[src/common/quad_ctrl_pkg.sv]
package quad_ctrl_pkg;

    // Register map, byte addresses on the APB side
    localparam int         APB_ADDR_W  = 8;
    localparam logic [7:0] OFF_CTRL    = 8'h00;
    localparam logic [7:0] OFF_STATUS  = 8'h04;
    localparam logic [7:0] OFF_PARAM   = 8'h08;

    // Field positions in the status word
    localparam int ST_SR1_LSB   = 0;
    localparam int ST_SR2_LSB   = 8;
    localparam int ST_QPI_BIT   = 16;
    localparam int ST_CONT_BIT  = 17;
    localparam int ST_PINFN_BIT = 18;

    // Control word: software raises the internal-operation flag here
    localparam int CTRL_BUSY_BIT = 0;

    // Serial command codes
    localparam logic [7:0] CMD_RD_STATUS1 = 8'h05;
    localparam logic [7:0] CMD_RD_STATUS2 = 8'h35;
    localparam logic [7:0] CMD_WR_STATUS  = 8'h01;
    localparam logic [7:0] CMD_QUAD_READ  = 8'heb;
    localparam logic [7:0] CMD_QPI_ENTER  = 8'h38;
    localparam logic [7:0] CMD_QPI_EXIT   = 8'hff;
    localparam logic [7:0] CMD_RST_ENABLE = 8'h66;
    localparam logic [7:0] CMD_RST        = 8'h99;

    // Mode byte values and the mode-bit reset pattern
    localparam logic [7:0] MODE_CONT_ENTER   = 8'ha5;
    localparam logic [7:0] MODE_CONT_EXIT    = 8'h00;
    localparam logic [3:0] MODE_RESET_NIBBLE = 4'hf;
    localparam logic [3:0] MODE_RESET_CLOCKS = 4'h8;

    // Status bit positions and reset values
    localparam int         QE_BIT       = 1;
    localparam int         BUSY_BIT     = 0;
    localparam logic [7:0] SR1_RESET    = 8'h00;
    localparam logic [7:0] SR2_RESET    = 8'h00;
    localparam logic [7:0] SR1_WR_MASK  = 8'hfc;

    // Discoverable parameter dword 15, bit 9 flags 0-4-4 support
    localparam logic [31:0] PARAM_DWORD15     = 32'hffddf619;
    localparam int          PARAM_CONT_BIT    = 9;

    // Bit counts per phase (quad read: 6 address + 2 mode clocks)
    localparam logic [5:0] CMD_BITS       = 6'h08;
    localparam logic [5:0] WR_BITS        = 6'h10;
    localparam logic [5:0] ADDR_MODE_BITS = 6'h20;
    localparam logic [5:0] DUMMY_BITS     = 6'h10;

    // Serial sequencer phases
    typedef enum logic [2:0] {
        PH_IDLE,
        PH_CMD,
        PH_WRDATA,
        PH_RDDATA,
        PH_ADDR,
        PH_DUMMY,
        PH_ARRAY,
        PH_IGNORE
    } phase_type;

endpackage

[src/common/pin_sample_if.sv]
`timescale 1ns/1ps
`default_nettype none
// Synchronised pin view handed from the sampler to the sequencer
interface pin_sample_if;
    logic       sck_rise;   // One-cycle pulse per serial clock rise
    logic       sck_fall;   // One-cycle pulse per serial clock fall
    logic       cs_start;   // Chip select just went active
    logic       cs_end;     // Chip select just went inactive
    logic [3:0] lanes;      // Synchronised data lanes

    modport source (output sck_rise, sck_fall, cs_start, cs_end, lanes);
    modport sink   (input  sck_rise, sck_fall, cs_start, cs_end, lanes);
endinterface
`default_nettype wire

[src/logic/pin_sampler.sv]
`timescale 1ns/1ps
`default_nettype none
module pin_sampler
    import quad_ctrl_pkg::*;
(
    // System
    input  wire logic        pclk,
    input  wire logic        presetn,
    // Raw pins from the host
    input  wire logic        sck,
    input  wire logic        cs_n,
    input  wire logic [3:0]  lane_in,
    // Synchronised view
    pin_sample_if.source     smp
);

    // One stage of pin samples
    typedef struct packed {
        logic       sck;
        logic       cs_n;
        logic [3:0] lanes;
    } stage_type;

    // Two synchroniser stages plus one history stage for edges
    typedef struct packed {
        stage_type s1;
        stage_type s2;
        stage_type s3;
    } sync_type;

    localparam stage_type STAGE_RESET = '{sck: 1'b0, cs_n: 1'b1,
                                          lanes: 4'h0};

    sync_type st;       // Registered state
    sync_type next_st;  // Next state

    // Shift the samples; s1 feeds only s2
    always_comb begin
        next_st    = st;
        next_st.s1 = '{sck: sck, cs_n: cs_n, lanes: lane_in};
        next_st.s2 = st.s1;
        next_st.s3 = st.s2;
    end

    // State register, constant reset
    always_ff @(posedge pclk or negedge presetn) begin
        if (!presetn) begin
            st <= '{s1: STAGE_RESET, s2: STAGE_RESET, s3: STAGE_RESET};
        end else begin
            st <= next_st;
        end
    end

    // Edges only from stable stages, never from s1
    assign smp.sck_rise = st.s2.sck & ~st.s3.sck;
    assign smp.sck_fall = ~st.s2.sck & st.s3.sck;
    assign smp.cs_start = ~st.s2.cs_n & st.s3.cs_n;
    assign smp.cs_end   = st.s2.cs_n & ~st.s3.cs_n;
    assign smp.lanes    = st.s2.lanes;

endmodule
`default_nettype wire

[src/logic/quad_mode_control.sv]
// Operation
// (RL1) Quad enable releases protect and hold pins
// (RL2) Quad enable lives at second status bit 1
// (RL3) Command 05h returns first status register
// (RL4) Command 35h returns second status register
// (RL5) Command 01h second byte bit 1 sets enable
// (RL6) Mode byte A5h enters continuous quad read
// (RL7) Mode byte 00h leaves continuous read afterwards
// (RL8) Eight clocks of all-ones leave continuous read
// (RL9) Parameter data advertises continuous read support
// (RL10) Command 38h enters four-lane commands
// (RL11) Command FFh returns to single-lane commands
// (RL12) Soft reset pair leaves four-lane commands
// (RL13) Soft reset is 66h then 99h
// (RL14) Sample on rising, drive on falling edges
// (RL15) First status bit 0 shows busy
// (RL16) Four-lane command byte takes two clocks
// (RL17) Quad entries ignored while enable is clear
//
// The register offsets and the APB interface to the registers were chosen for this implementation.
`timescale 1ns/1ps
`default_nettype none
module quad_mode_control
    import quad_ctrl_pkg::*;
(
    // System
    input  wire logic                  pclk,
    input  wire logic                  presetn,
    // APB slave
    input  wire logic [APB_ADDR_W-1:0] paddr,
    input  wire logic                  psel,
    input  wire logic                  penable,
    input  wire logic                  pwrite,
    input  wire logic [31:0]           pwdata,
    output logic      [31:0]           prdata,
    output logic                       pready,
    output logic                       pslverr,
    // Serial link from the host
    input  wire logic                  sck,
    input  wire logic                  cs_n,
    input  wire logic [3:0]            lane_in,
    output logic      [3:0]            lane_out,
    output logic      [3:0]            lane_oe_n,
    // Protect and hold pin functions active
    output logic                       pin_func_en
);

    // Whole module state
    typedef struct packed {
        phase_type   phase;      // Serial sequencer phase
        logic [5:0]  bitcnt;     // Bits taken in this phase
        logic [15:0] shreg;      // Incoming bits
        logic [7:0]  outreg;     // Outgoing byte, rotated
        logic [7:0]  sr1;        // First status, bit 0 replaced by busy
        logic [7:0]  sr2;        // Second status, holds quad enable
        logic        qpi;        // Four-lane command mode
        logic        cont;       // Continuous quad read mode
        logic        cont_exit;  // Leave continuous mode at frame end
        logic        rst_armed;  // Reset enable seen last
        logic [3:0]  ff_run;     // Consecutive all-ones clocks
        logic        busy;       // Internal operation in progress
        logic        pready;
        logic        pslverr;
        logic [31:0] prdata;
        logic [3:0]  lane_out;
        logic [3:0]  lane_oe_n;
        logic        pin_func_en;
    } state_type;

    localparam state_type STATE_RESET = '{
        phase: PH_IDLE, sr1: SR1_RESET, sr2: SR2_RESET,
        lane_oe_n: 4'hf, pin_func_en: 1'b1, default: '0};

    state_type   st;         // Registered state
    state_type   next_st;    // Next state
    logic        cmd_done;   // Command byte complete this cycle
    logic [7:0]  cmd_byte;   // The completed command byte
    logic        wr_done;    // Status write complete this cycle
    logic [7:0]  wr_byte2;   // Second written byte
    logic        quad_in;    // Taking four bits per clock
    logic [5:0]  step;       // Bits per clock
    logic [15:0] shifted;    // Shift register after this clock
    logic [5:0]  count;      // Bit count after this clock
    logic        hold_ok;    // Clock not paused by the hold pin
    logic        qe;         // Quad enable as stored
    logic        apb_take;   // First access cycle, answer prepared
    logic        apb_done;   // Completion edge
    logic [31:0] status_word;

    pin_sample_if smp ();

    // Pins pass two flip-flops before any logic here
    pin_sampler u_sampler (
        .pclk    (pclk),
        .presetn (presetn),
        .sck     (sck),
        .cs_n    (cs_n),
        .lane_in (lane_in),
        .smp     (smp)
    );

    assign qe = st.sr2[QE_BIT];
    assign apb_take = psel && penable && !st.pready;
    assign apb_done = psel && penable && st.pready;

    // Next-state logic: serial sequencer, then APB slave
    always_comb begin
        next_st  = st;
        cmd_done = 1'b0;
        cmd_byte = 8'h00;
        wr_done  = 1'b0;
        wr_byte2 = 8'h00;
        // Address, mode and dummy of a quad read always use four lanes
        quad_in  = st.qpi || (st.phase == PH_ADDR) ||
                   (st.phase == PH_DUMMY);
        step     = quad_in ? 6'h04 : 6'h01;
        shifted  = quad_in ? {st.shreg[11:0], smp.lanes}
                           : {st.shreg[14:0], smp.lanes[0]};
        count    = st.bitcnt + step;
        // Hold only acts while the pin is not a data lane
        hold_ok  = qe || st.qpi || smp.lanes[3]; // [RL1]
        status_word = 32'h0000_0000;

        if (smp.cs_end) begin
            // Frame over: release the lanes, apply pending exit
            next_st.phase     = PH_IDLE;
            next_st.bitcnt    = 6'h00;
            next_st.lane_oe_n = 4'hf;
            if (st.cont_exit) begin
                next_st.cont      = 1'b0; // [RL7] [RL8]
                next_st.cont_exit = 1'b0;
            end
        end else if (smp.cs_start) begin
            // Continuous mode skips the command byte
            next_st.phase  = st.cont ? PH_ADDR : PH_CMD;
            next_st.bitcnt = 6'h00;
            next_st.shreg  = 16'h0000;
            next_st.ff_run = 4'h0;
        end else if (smp.sck_rise && hold_ok && st.phase != PH_IDLE) begin
            // Inputs are taken on rising edges only
            next_st.shreg  = shifted; // [RL14]
            next_st.bitcnt = count;
            // Count unbroken all-ones clocks while continuous
            if (st.cont) begin
                if (smp.lanes == MODE_RESET_NIBBLE) begin
                    if (st.ff_run != MODE_RESET_CLOCKS) begin
                        next_st.ff_run = st.ff_run + 4'h1;
                    end
                    if (st.ff_run + 4'h1 == MODE_RESET_CLOCKS) begin
                        next_st.cont_exit = 1'b1; // [RL8]
                    end
                end else begin
                    next_st.ff_run = 4'h0;
                end
            end
            unique case (st.phase)
                PH_CMD: begin
                    // Two clocks in four-lane mode, eight otherwise
                    if (count == CMD_BITS) begin // [RL16]
                        cmd_done          = 1'b1;
                        cmd_byte          = shifted[7:0];
                        next_st.bitcnt    = 6'h00;
                        next_st.phase     = PH_IGNORE;
                        next_st.rst_armed = 1'b0;
                        case (cmd_byte)
                            CMD_RD_STATUS1: begin
                                next_st.outreg = {st.sr1[7:1],
                                                  st.busy}; // [RL3] [RL15]
                                next_st.phase  = PH_RDDATA;
                            end
                            CMD_RD_STATUS2: begin
                                next_st.outreg = st.sr2; // [RL4]
                                next_st.phase  = PH_RDDATA;
                            end
                            CMD_WR_STATUS: begin
                                // Refused while an operation runs
                                if (!st.busy) begin
                                    next_st.phase = PH_WRDATA;
                                end
                            end
                            CMD_QUAD_READ: begin
                                if (qe && !st.busy) begin // [RL17]
                                    next_st.phase = PH_ADDR;
                                end
                            end
                            CMD_QPI_ENTER: begin
                                if (qe) begin
                                    next_st.qpi = 1'b1; // [RL10] [RL17]
                                end
                            end
                            CMD_QPI_EXIT: begin
                                next_st.qpi = 1'b0; // [RL11]
                            end
                            CMD_RST_ENABLE: begin
                                next_st.rst_armed = 1'b1; // [RL13]
                            end
                            CMD_RST: begin
                                // Only honoured straight after enable
                                if (st.rst_armed) begin // [RL13]
                                    next_st.qpi       = 1'b0; // [RL12]
                                    next_st.cont      = 1'b0;
                                    next_st.cont_exit = 1'b0;
                                end
                            end
                            default: begin
                            end
                        endcase
                    end
                end
                PH_WRDATA: begin
                    // Two bytes; enable follows bit 1 of the second
                    if (count == WR_BITS) begin
                        wr_done       = 1'b1;
                        wr_byte2      = shifted[7:0];
                        next_st.sr1   = shifted[15:8] & SR1_WR_MASK;
                        next_st.sr2   = wr_byte2; // [RL2] [RL5]
                        next_st.phase = PH_IGNORE;
                    end
                end
                PH_ADDR: begin
                    // Mode byte is the last two clocks
                    if (count == ADDR_MODE_BITS) begin
                        next_st.bitcnt = 6'h00;
                        next_st.phase  = PH_DUMMY;
                        if (shifted[7:0] == MODE_CONT_ENTER && qe) begin
                            next_st.cont      = 1'b1; // [RL6] [RL17]
                            next_st.cont_exit = 1'b0;
                        end else if (shifted[7:0] == MODE_CONT_EXIT &&
                                     st.cont) begin
                            next_st.cont_exit = 1'b1; // [RL7]
                        end
                    end
                end
                PH_DUMMY: begin
                    if (count == DUMMY_BITS) begin
                        next_st.phase = PH_ARRAY;
                    end
                end
                PH_IDLE, PH_RDDATA, PH_ARRAY, PH_IGNORE: begin
                end
            endcase
        end else if (smp.sck_fall && hold_ok) begin
            // Outputs change on falling edges only
            if (st.phase == PH_RDDATA) begin
                if (st.qpi) begin
                    next_st.lane_out  = st.outreg[7:4]; // [RL14]
                    next_st.lane_oe_n = 4'h0;
                    next_st.outreg    = {st.outreg[3:0], st.outreg[7:4]};
                end else begin
                    next_st.lane_out  = {2'b00, st.outreg[7], 1'b0};
                    next_st.lane_oe_n = 4'hd;
                    next_st.outreg    = {st.outreg[6:0], st.outreg[7]};
                end
            end else if (st.phase == PH_ARRAY) begin
                // Array data is outside this block; lanes carry zero
                next_st.lane_out  = 4'h0;
                next_st.lane_oe_n = 4'h0;
            end
        end

        // Status word seen by software
        status_word[ST_SR1_LSB +: 8] = {st.sr1[7:1], st.busy};
        status_word[ST_SR2_LSB +: 8] = st.sr2;
        status_word[ST_QPI_BIT]      = st.qpi;
        status_word[ST_CONT_BIT]     = st.cont;
        status_word[ST_PINFN_BIT]    = st.pin_func_en;

        // APB: one wait state, answer registered
        if (apb_take) begin
            next_st.pready  = 1'b1;
            next_st.pslverr = 1'b0;
            case (paddr)
                OFF_CTRL:   next_st.prdata = {31'h0, st.busy};
                OFF_STATUS: next_st.prdata = status_word;
                OFF_PARAM:  next_st.prdata = PARAM_DWORD15; // [RL9]
                default: begin
                    next_st.prdata  = 32'h0000_0000;
                    next_st.pslverr = 1'b1;
                end
            endcase
        end else if (apb_done) begin
            next_st.pready  = 1'b0;
            next_st.pslverr = 1'b0;
            if (pwrite && paddr == OFF_CTRL) begin
                next_st.busy = pwdata[CTRL_BUSY_BIT]; // [RL15]
            end
        end

        // Pin functions stand only while quad enable is clear
        next_st.pin_func_en = !next_st.sr2[QE_BIT]; // [RL1]
    end

    // State register
    always_ff @(posedge pclk or negedge presetn) begin
        if (!presetn) begin
            st <= STATE_RESET;
        end else begin
            st <= next_st;
        end
    end

    assign prdata      = st.prdata;
    assign pready      = st.pready;
    assign pslverr     = st.pslverr;
    assign lane_out    = st.lane_out;
    assign lane_oe_n   = st.lane_oe_n;
    assign pin_func_en = st.pin_func_en;

    // Checks against the serial sequencer and register view
    property p_pins_released;
        @(posedge pclk) disable iff (!presetn)
        $rose(st.sr2[QE_BIT]) |-> !st.pin_func_en;
    endproperty
    a_pins_released: assert property (p_pins_released) // [RL1]
        else $error("pin functions still active with quad enable");

    property p_qe_status_pos;
        @(posedge pclk) disable iff (!presetn)
        (apb_take && paddr == OFF_STATUS) |=>
            st.prdata[ST_SR2_LSB + QE_BIT] == $past(st.sr2[QE_BIT]);
    endproperty
    a_qe_status_pos: assert property (p_qe_status_pos) // [RL2]
        else $error("quad enable not at second status bit 1");

    property p_read_status1;
        @(posedge pclk) disable iff (!presetn)
        (cmd_done && cmd_byte == CMD_RD_STATUS1) |=>
            st.phase == PH_RDDATA && st.outreg[BUSY_BIT] == $past(st.busy);
    endproperty
    a_read_status1: assert property (p_read_status1) // [RL3]
        else $error("status 1 read not loaded with busy");

    property p_read_status2;
        @(posedge pclk) disable iff (!presetn)
        (cmd_done && cmd_byte == CMD_RD_STATUS2) |=>
            st.phase == PH_RDDATA && st.outreg == $past(st.sr2);
    endproperty
    a_read_status2: assert property (p_read_status2) // [RL4]
        else $error("status 2 read not loaded");

    property p_write_qe;
        @(posedge pclk) disable iff (!presetn)
        wr_done |=> st.sr2[QE_BIT] == $past(wr_byte2[QE_BIT]) ##1
            st.pin_func_en == !st.sr2[QE_BIT];
    endproperty
    a_write_qe: assert property (p_write_qe) // [RL5]
        else $error("status write did not follow second byte bit 1");

    property p_cont_entry;
        @(posedge pclk) disable iff (!presetn)
        $rose(st.cont) |-> st.sr2[QE_BIT] && $past(st.phase) == PH_ADDR;
    endproperty
    a_cont_entry: assert property (p_cont_entry) // [RL6]
        else $error("continuous mode entered without quad enable");

    property p_cont_leave;
        @(posedge pclk) disable iff (!presetn)
        (st.cont_exit && smp.cs_end) |=> !st.cont && !st.cont_exit;
    endproperty
    a_cont_leave: assert property (p_cont_leave) // [RL7]
        else $error("continuous mode kept after exit request");

    property p_ones_exit;
        @(posedge pclk) disable iff (!presetn)
        (st.ff_run == MODE_RESET_CLOCKS) |-> (st.cont_exit || !st.cont);
    endproperty
    a_ones_exit: assert property (p_ones_exit) // [RL8]
        else $error("eight all-ones clocks did not arm exit");

    property p_qpi_entry;
        @(posedge pclk) disable iff (!presetn)
        $rose(st.qpi) |-> st.sr2[QE_BIT] && $past(cmd_done) &&
            $past(cmd_byte) == CMD_QPI_ENTER;
    endproperty
    a_qpi_entry: assert property (p_qpi_entry) // [RL10]
        else $error("four-lane mode entered wrongly");

    property p_qpi_exit;
        @(posedge pclk) disable iff (!presetn)
        (cmd_done && cmd_byte == CMD_QPI_EXIT) |=> !st.qpi;
    endproperty
    a_qpi_exit: assert property (p_qpi_exit) // [RL11]
        else $error("four-lane mode kept after exit command");

    property p_soft_reset;
        @(posedge pclk) disable iff (!presetn)
        (cmd_done && cmd_byte == CMD_RST && st.rst_armed) |=>
            !st.qpi && !st.cont;
    endproperty
    a_soft_reset: assert property (p_soft_reset) // [RL12]
        else $error("soft reset left a quad mode active");

    property p_quad_cmd_len;
        @(posedge pclk) disable iff (!presetn)
        (cmd_done && st.qpi) |-> st.bitcnt == 6'h04;
    endproperty
    a_quad_cmd_len: assert property (p_quad_cmd_len) // [RL16]
        else $error("four-lane command not two clocks");

    property p_busy_ctrl;
        @(posedge pclk) disable iff (!presetn)
        (apb_done && pwrite && paddr == OFF_CTRL) |=>
            st.busy == $past(pwdata[CTRL_BUSY_BIT]);
    endproperty
    a_busy_ctrl: assert property (p_busy_ctrl) // [RL15]
        else $error("busy flag not written");

endmodule
`default_nettype wire

[config.mk]
export PLATFORM = sky130hd
export DESIGN_NAME = quad_mode_control
export DESIGN_NICKNAME = d
export VERILOG_FILES = /design/src/common/quad_ctrl_pkg.sv /design/src/common/pin_sample_if.sv /design/src/logic/pin_sampler.sv /design/src/logic/quad_mode_control.sv
export SDC_FILE = /design/constraint.sdc
export NUM_CORES = 1
export LEC_CHECK = 0
export CAP_MARGIN = 5
export CORE_MARGIN = 5
export CORE_UTILIZATION = 69
export CTS_CLUSTER_SIZE = 20
export DETAILED_ROUTE_END_ITERATION = 6
export DONT_BUFFER_PORTS = 1
export PLACE_DENSITY = 0.85
export SETUP_SLACK_MARGIN = 0.15
export SLEW_MARGIN = 10
export SYNTH_ARGS = -nofsm -noshare
export SYNTH_HDL_FRONTEND = slang
export SYNTH_HIERARCHICAL = 1
export SYNTH_SLANG_ARGS = --single-unit
export TNS_END_PERCENT = 50
[constraint.sdc]
create_clock -name pclk -period 7.85 [get_ports pclk]
set_input_delay 1.1775 -clock pclk [delete_from_list [all_inputs] [get_ports pclk]]
set_output_delay 1.1775 -clock pclk [all_outputs]
set_load 0.005 [all_outputs]
==> key figures <==
Timing
  – Final Hold Fails: 0
  – Achievable Freq: 0.220 GHz
  – Worst path setup slack after routing: between 3000 and 4000 ps
  – Time the final worst path needs with I/O delays and setup: 4550 ps
  – Setup-failing EPs final: 0
  – Crit share post-route: 0.580
  – Setup TNS Final: 0 ps
  – Setup repair after global routing missed its margin: false
  – Final max-slew violation count: 0
  – Slew of the pin with the lowest slew margin: 872 ps
  – Worst slew margin relative to its limit: 0.417
  – Worst Skew: 16.7 ps

Synth
  – Post-synth EDFFs: 0
  – Count leader, synth: sky130_fd_sc_hd__dfrtp_1
  – Cell taking the most area after synthesis: sky130_fd_sc_hd__dfrtp_1
  – Top-area cell type share of the netlist area: 0.421
  – Fraction of the yosys area taken by sequential cells: 0.450
  – Post-synthesis instance area: 5410 um2
  – Most frequently used flop master after synthesis: sky130_fd_sc_hd__dfrtp_1
  – Yosys cell types: 75
  – Number of instances in the synthesized netlist: 569
  – Fraction of registers with async set or reset after synthesis: 1.00
  – Post-synth top cells: 91 x sky130_fd_sc_hd__dfrtp_1, 64 x sky130_fd_sc_hd__nand2_1, 50 x sky130_fd_sc_hd__o21ai_0
  – Cell types with the largest area share after synthesis: sky130_fd_sc_hd__dfrtp_1 42%, sky130_fd_sc_hd__buf_4 6.1%, sky130_fd_sc_hd__o21ai_0 4.6%
  – Synth warnings: 6
  – Number of storage elements in the synthesis netlist: 97
  – Per-instance average area after synthesis: 9.50 um2

Detailed routing
  – DR DRC count: 0
  – Initial DRT Pass Iterations: 5
  – Routed via count: 4058
  – Count of nets left with antenna violations after detail routing: 0
  – Detailed-route wire length: around 12 mm
  – Post-detailed-route wirelength per cell: around 19 um
  – Initial DRC count: roughly 420
  – Via density per instance: 6.60

Global routing
  – Met1 usage: 0.334
  – Initial antenna violation count: 0
  – GR Util met3: 0.0594
  – Pin count of the biggest net entering global routing: slightly below 100
  – Routing layer with the top usage in global route: met2
  – Overall global routing resource usage: 0.248
  – GRT overflow: 0
  – Via count of the first global-routing pass: 3918
  – Met2 Track Usage GR: 0.406
  – Global-route wire length before repair: 19.6 mm

Setup path
  – Endpoint kind of the worst setup timing path: flop
  – Critical Path AT: 4810 ps
  – Worst endpoint required time: 8110 ps
  – Worst setup SP type: flop
  – Worst setup path category: flop to flop
  – Crit-path max FO: 21

Placed design
  – Final weighted congestion of routability-driven global placement: 0.926
  – Number of buffer cells added on primary ports: 0
  – Pre-CTS setup slack: 3400 ps
  – Placed cell count: ~600
  – Detailed Place HPWL: 8.40 mm

CTS
  – Number of buffers on the longest clock path: 2
  – CTS buffer count: 9
  – Setup fix buffers added after clock tree synthesis: 0
  – Buffer type at the clock tree root: sky130_fd_sc_hd__clkbuf_8
  – Post-cts resize count: 0
  – Post-cts hold buffer count: 0
  – Clock latency of the later-clocked register in the worst-skew pair: 370 ps
  – Clock slew seen by the registers of the worst setup and hold paths: 100 ps
  – Number of sinks handled by clock tree synthesis: 97
  – TritonCTS clock tree: built
  – CTS H-tree depth: 3

Floorplan
  – Vertical die dimension: 98.5 um
  – Die footprint: 9710 um2
  – Placement row count: 32
  – Boundary Pins: 94
  – Die extent in x: 98.5 um
  – Starting density of the core: 0.703
  – Area of the core region: 7690 um2

Pwr
  – Combinational group share of total power: 0.081
  – Worst vdd ir: approximately 0.00015 V
  – Standby leakage power: 2.31 nW
  – Internal power summed over all cells: 692 uW
  – Clock network fraction of design power: 0.361
  – Reported net switching power: 252 uW
  – Switching portion of total power: 0.267
  – Pwr/cell area: 178 nW/um2
  – Design Power: 944 uW
  – Sequential cell fraction of total power: 0.558

Finish
  – Layout area overhead: -1.85%
  – Nets: 563
  – Share of cells above drive strength 1: 0.101
  – Layout Utilization: 0.690
  – Count of non-filler cells in the finished layout: 615
  – Fill cell instance count of the final layout: 579
  – Antenna Cells: 0

Outcome
  – Result of the run: finished, final reports clean

Min path
  – Min-Delay Path Class: flop to flop

Job
  – Count of max-cap constraint violations: 0
==> placed cells by master (no fill, tap or decap), types with 5 or more instances in the layout <==
| cell type | instances |
|---|---|
| sky130_fd_sc_hd__a211oi_1 | 10 |
| sky130_fd_sc_hd__a21oi_1 | 24 |
| sky130_fd_sc_hd__a221o_1 | 10 |
| sky130_fd_sc_hd__a22o_1 | 11 |
| sky130_fd_sc_hd__a31oi_1 | 6 |
| sky130_fd_sc_hd__buf_4 | 5 |
| sky130_fd_sc_hd__clkbuf_8 | 9 |
| sky130_fd_sc_hd__dfrtp_1 | 91 |
| sky130_fd_sc_hd__dfstp_2 | 6 |
| sky130_fd_sc_hd__inv_1 | 12 |
| sky130_fd_sc_hd__mux2_2 | 7 |
| sky130_fd_sc_hd__mux2i_1 | 23 |
| sky130_fd_sc_hd__nand2_1 | 64 |
| sky130_fd_sc_hd__nand3_1 | 18 |
| sky130_fd_sc_hd__nand4_1 | 9 |
| sky130_fd_sc_hd__nor2_1 | 22 |
| sky130_fd_sc_hd__nor2b_1 | 12 |
| sky130_fd_sc_hd__nor3_1 | 9 |
| sky130_fd_sc_hd__nor3b_1 | 5 |
| sky130_fd_sc_hd__nor4_1 | 6 |
| sky130_fd_sc_hd__o21ai_0 | 50 |
| sky130_fd_sc_hd__or3_1 | 5 |
==> cell type report <==
cell class | instances | area [um2] | area share
well taps | 102 | 128 | 0.0241
repair buffers | 5 | 37.5 | 0.00707
multi-input cells | 381 | 2450 | 0.461
flip-flops and latches | 97 | 2430 | 0.459
inverters | 14 | 52.6 | 0.00990
clock inverters | 7 | 82.6 | 0.0156
clock buffers | 9 | 124 | 0.0233
==> flip-flops by register name, indices dropped and copies added, names as in the netlist <==
signal	cells
st	54
prdata	19
u_sampler/next_st	8
lane_out	4
u_sampler/smp.lanes	4
lane_oe_n	2
u_sampler/st	2
pin_func_en	1
pready	1
pslverr	1
qe	1
==> critical path: stages (launching register included) <==
cell and delay (ps):
sky130_fd_sc_hd__dfrtp_1 510, sky130_fd_sc_hd__nand2b_2 330, sky130_fd_sc_hd__nand2_1 690, sky130_fd_sc_hd__clkinv_1 270, sky130_fd_sc_hd__ha_1 300, sky130_fd_sc_hd__ha_1 270
sky130_fd_sc_hd__a211oi_1 310, sky130_fd_sc_hd__or3_1 190, sky130_fd_sc_hd__nand2_1 130, sky130_fd_sc_hd__nor3_2 310, sky130_fd_sc_hd__nand3_1 270, sky130_fd_sc_hd__o21ai_2 460
sky130_fd_sc_hd__mux2_2 390
==> path summary, 6_finish.rpt <==
check                                 startpoint                    to  slack [ps]  cells after the start
min                        u_sampler/next_st[11]  u_sampler/next_st[5]         360                      0
min in group asynchronous                presetn             prdata[6]         490                      0
max reg2reg                               st[99]                st[75]        3300                     12
max in group asynchronous                presetn          lane_oe_n[1]        7140                      0
max                                       st[99]                st[75]        3300                     12
min reg2reg                u_sampler/next_st[11]  u_sampler/next_st[5]         360                      0
==> power by group through the flow <==
| stage | sequential, mW | combinational, mW | clock, mW |
|---|---|---|---|
| final | 0.527 | 0.0765 | 0.341 |
| after global routing | 0.529 | 0.0842 | 0.370 |
| after CTS | 0.526 | 0.0752 | 0.346 |
| after detailed placement | 0.536 | 0.0747 | 0 |
| after global placement | 0.536 | 0.0732 | 0 |
| after floorplan | 0.526 | 0.0766 | 0 |
==> routing by layer <==
layer	vias to the layer above	wire (um)
met1	2009	5160
li1	1879	-
met4	0	200
met5	-	0
met3	18	788
met2	152	5720
==> kinds of logic after synthesis <==
kind of cell    synth area share
simple gates               0.174
compound gates             0.195
flops                      0.450
buf+inv                   0.0977
mux                       0.0634
xor+xnor                 0.00972
fa+ha+maj                0.00926
other cells             0.000694
==> per-stage QoR <==
step	hold slack (ps)	cell area, um2
after floorplan	331	5410
after global placement	334	5100
after detailed placement	335	5100
after CTS	358	5310
after global routing	367	5310
final	356	5310
(Power assumes the default switching activity.)
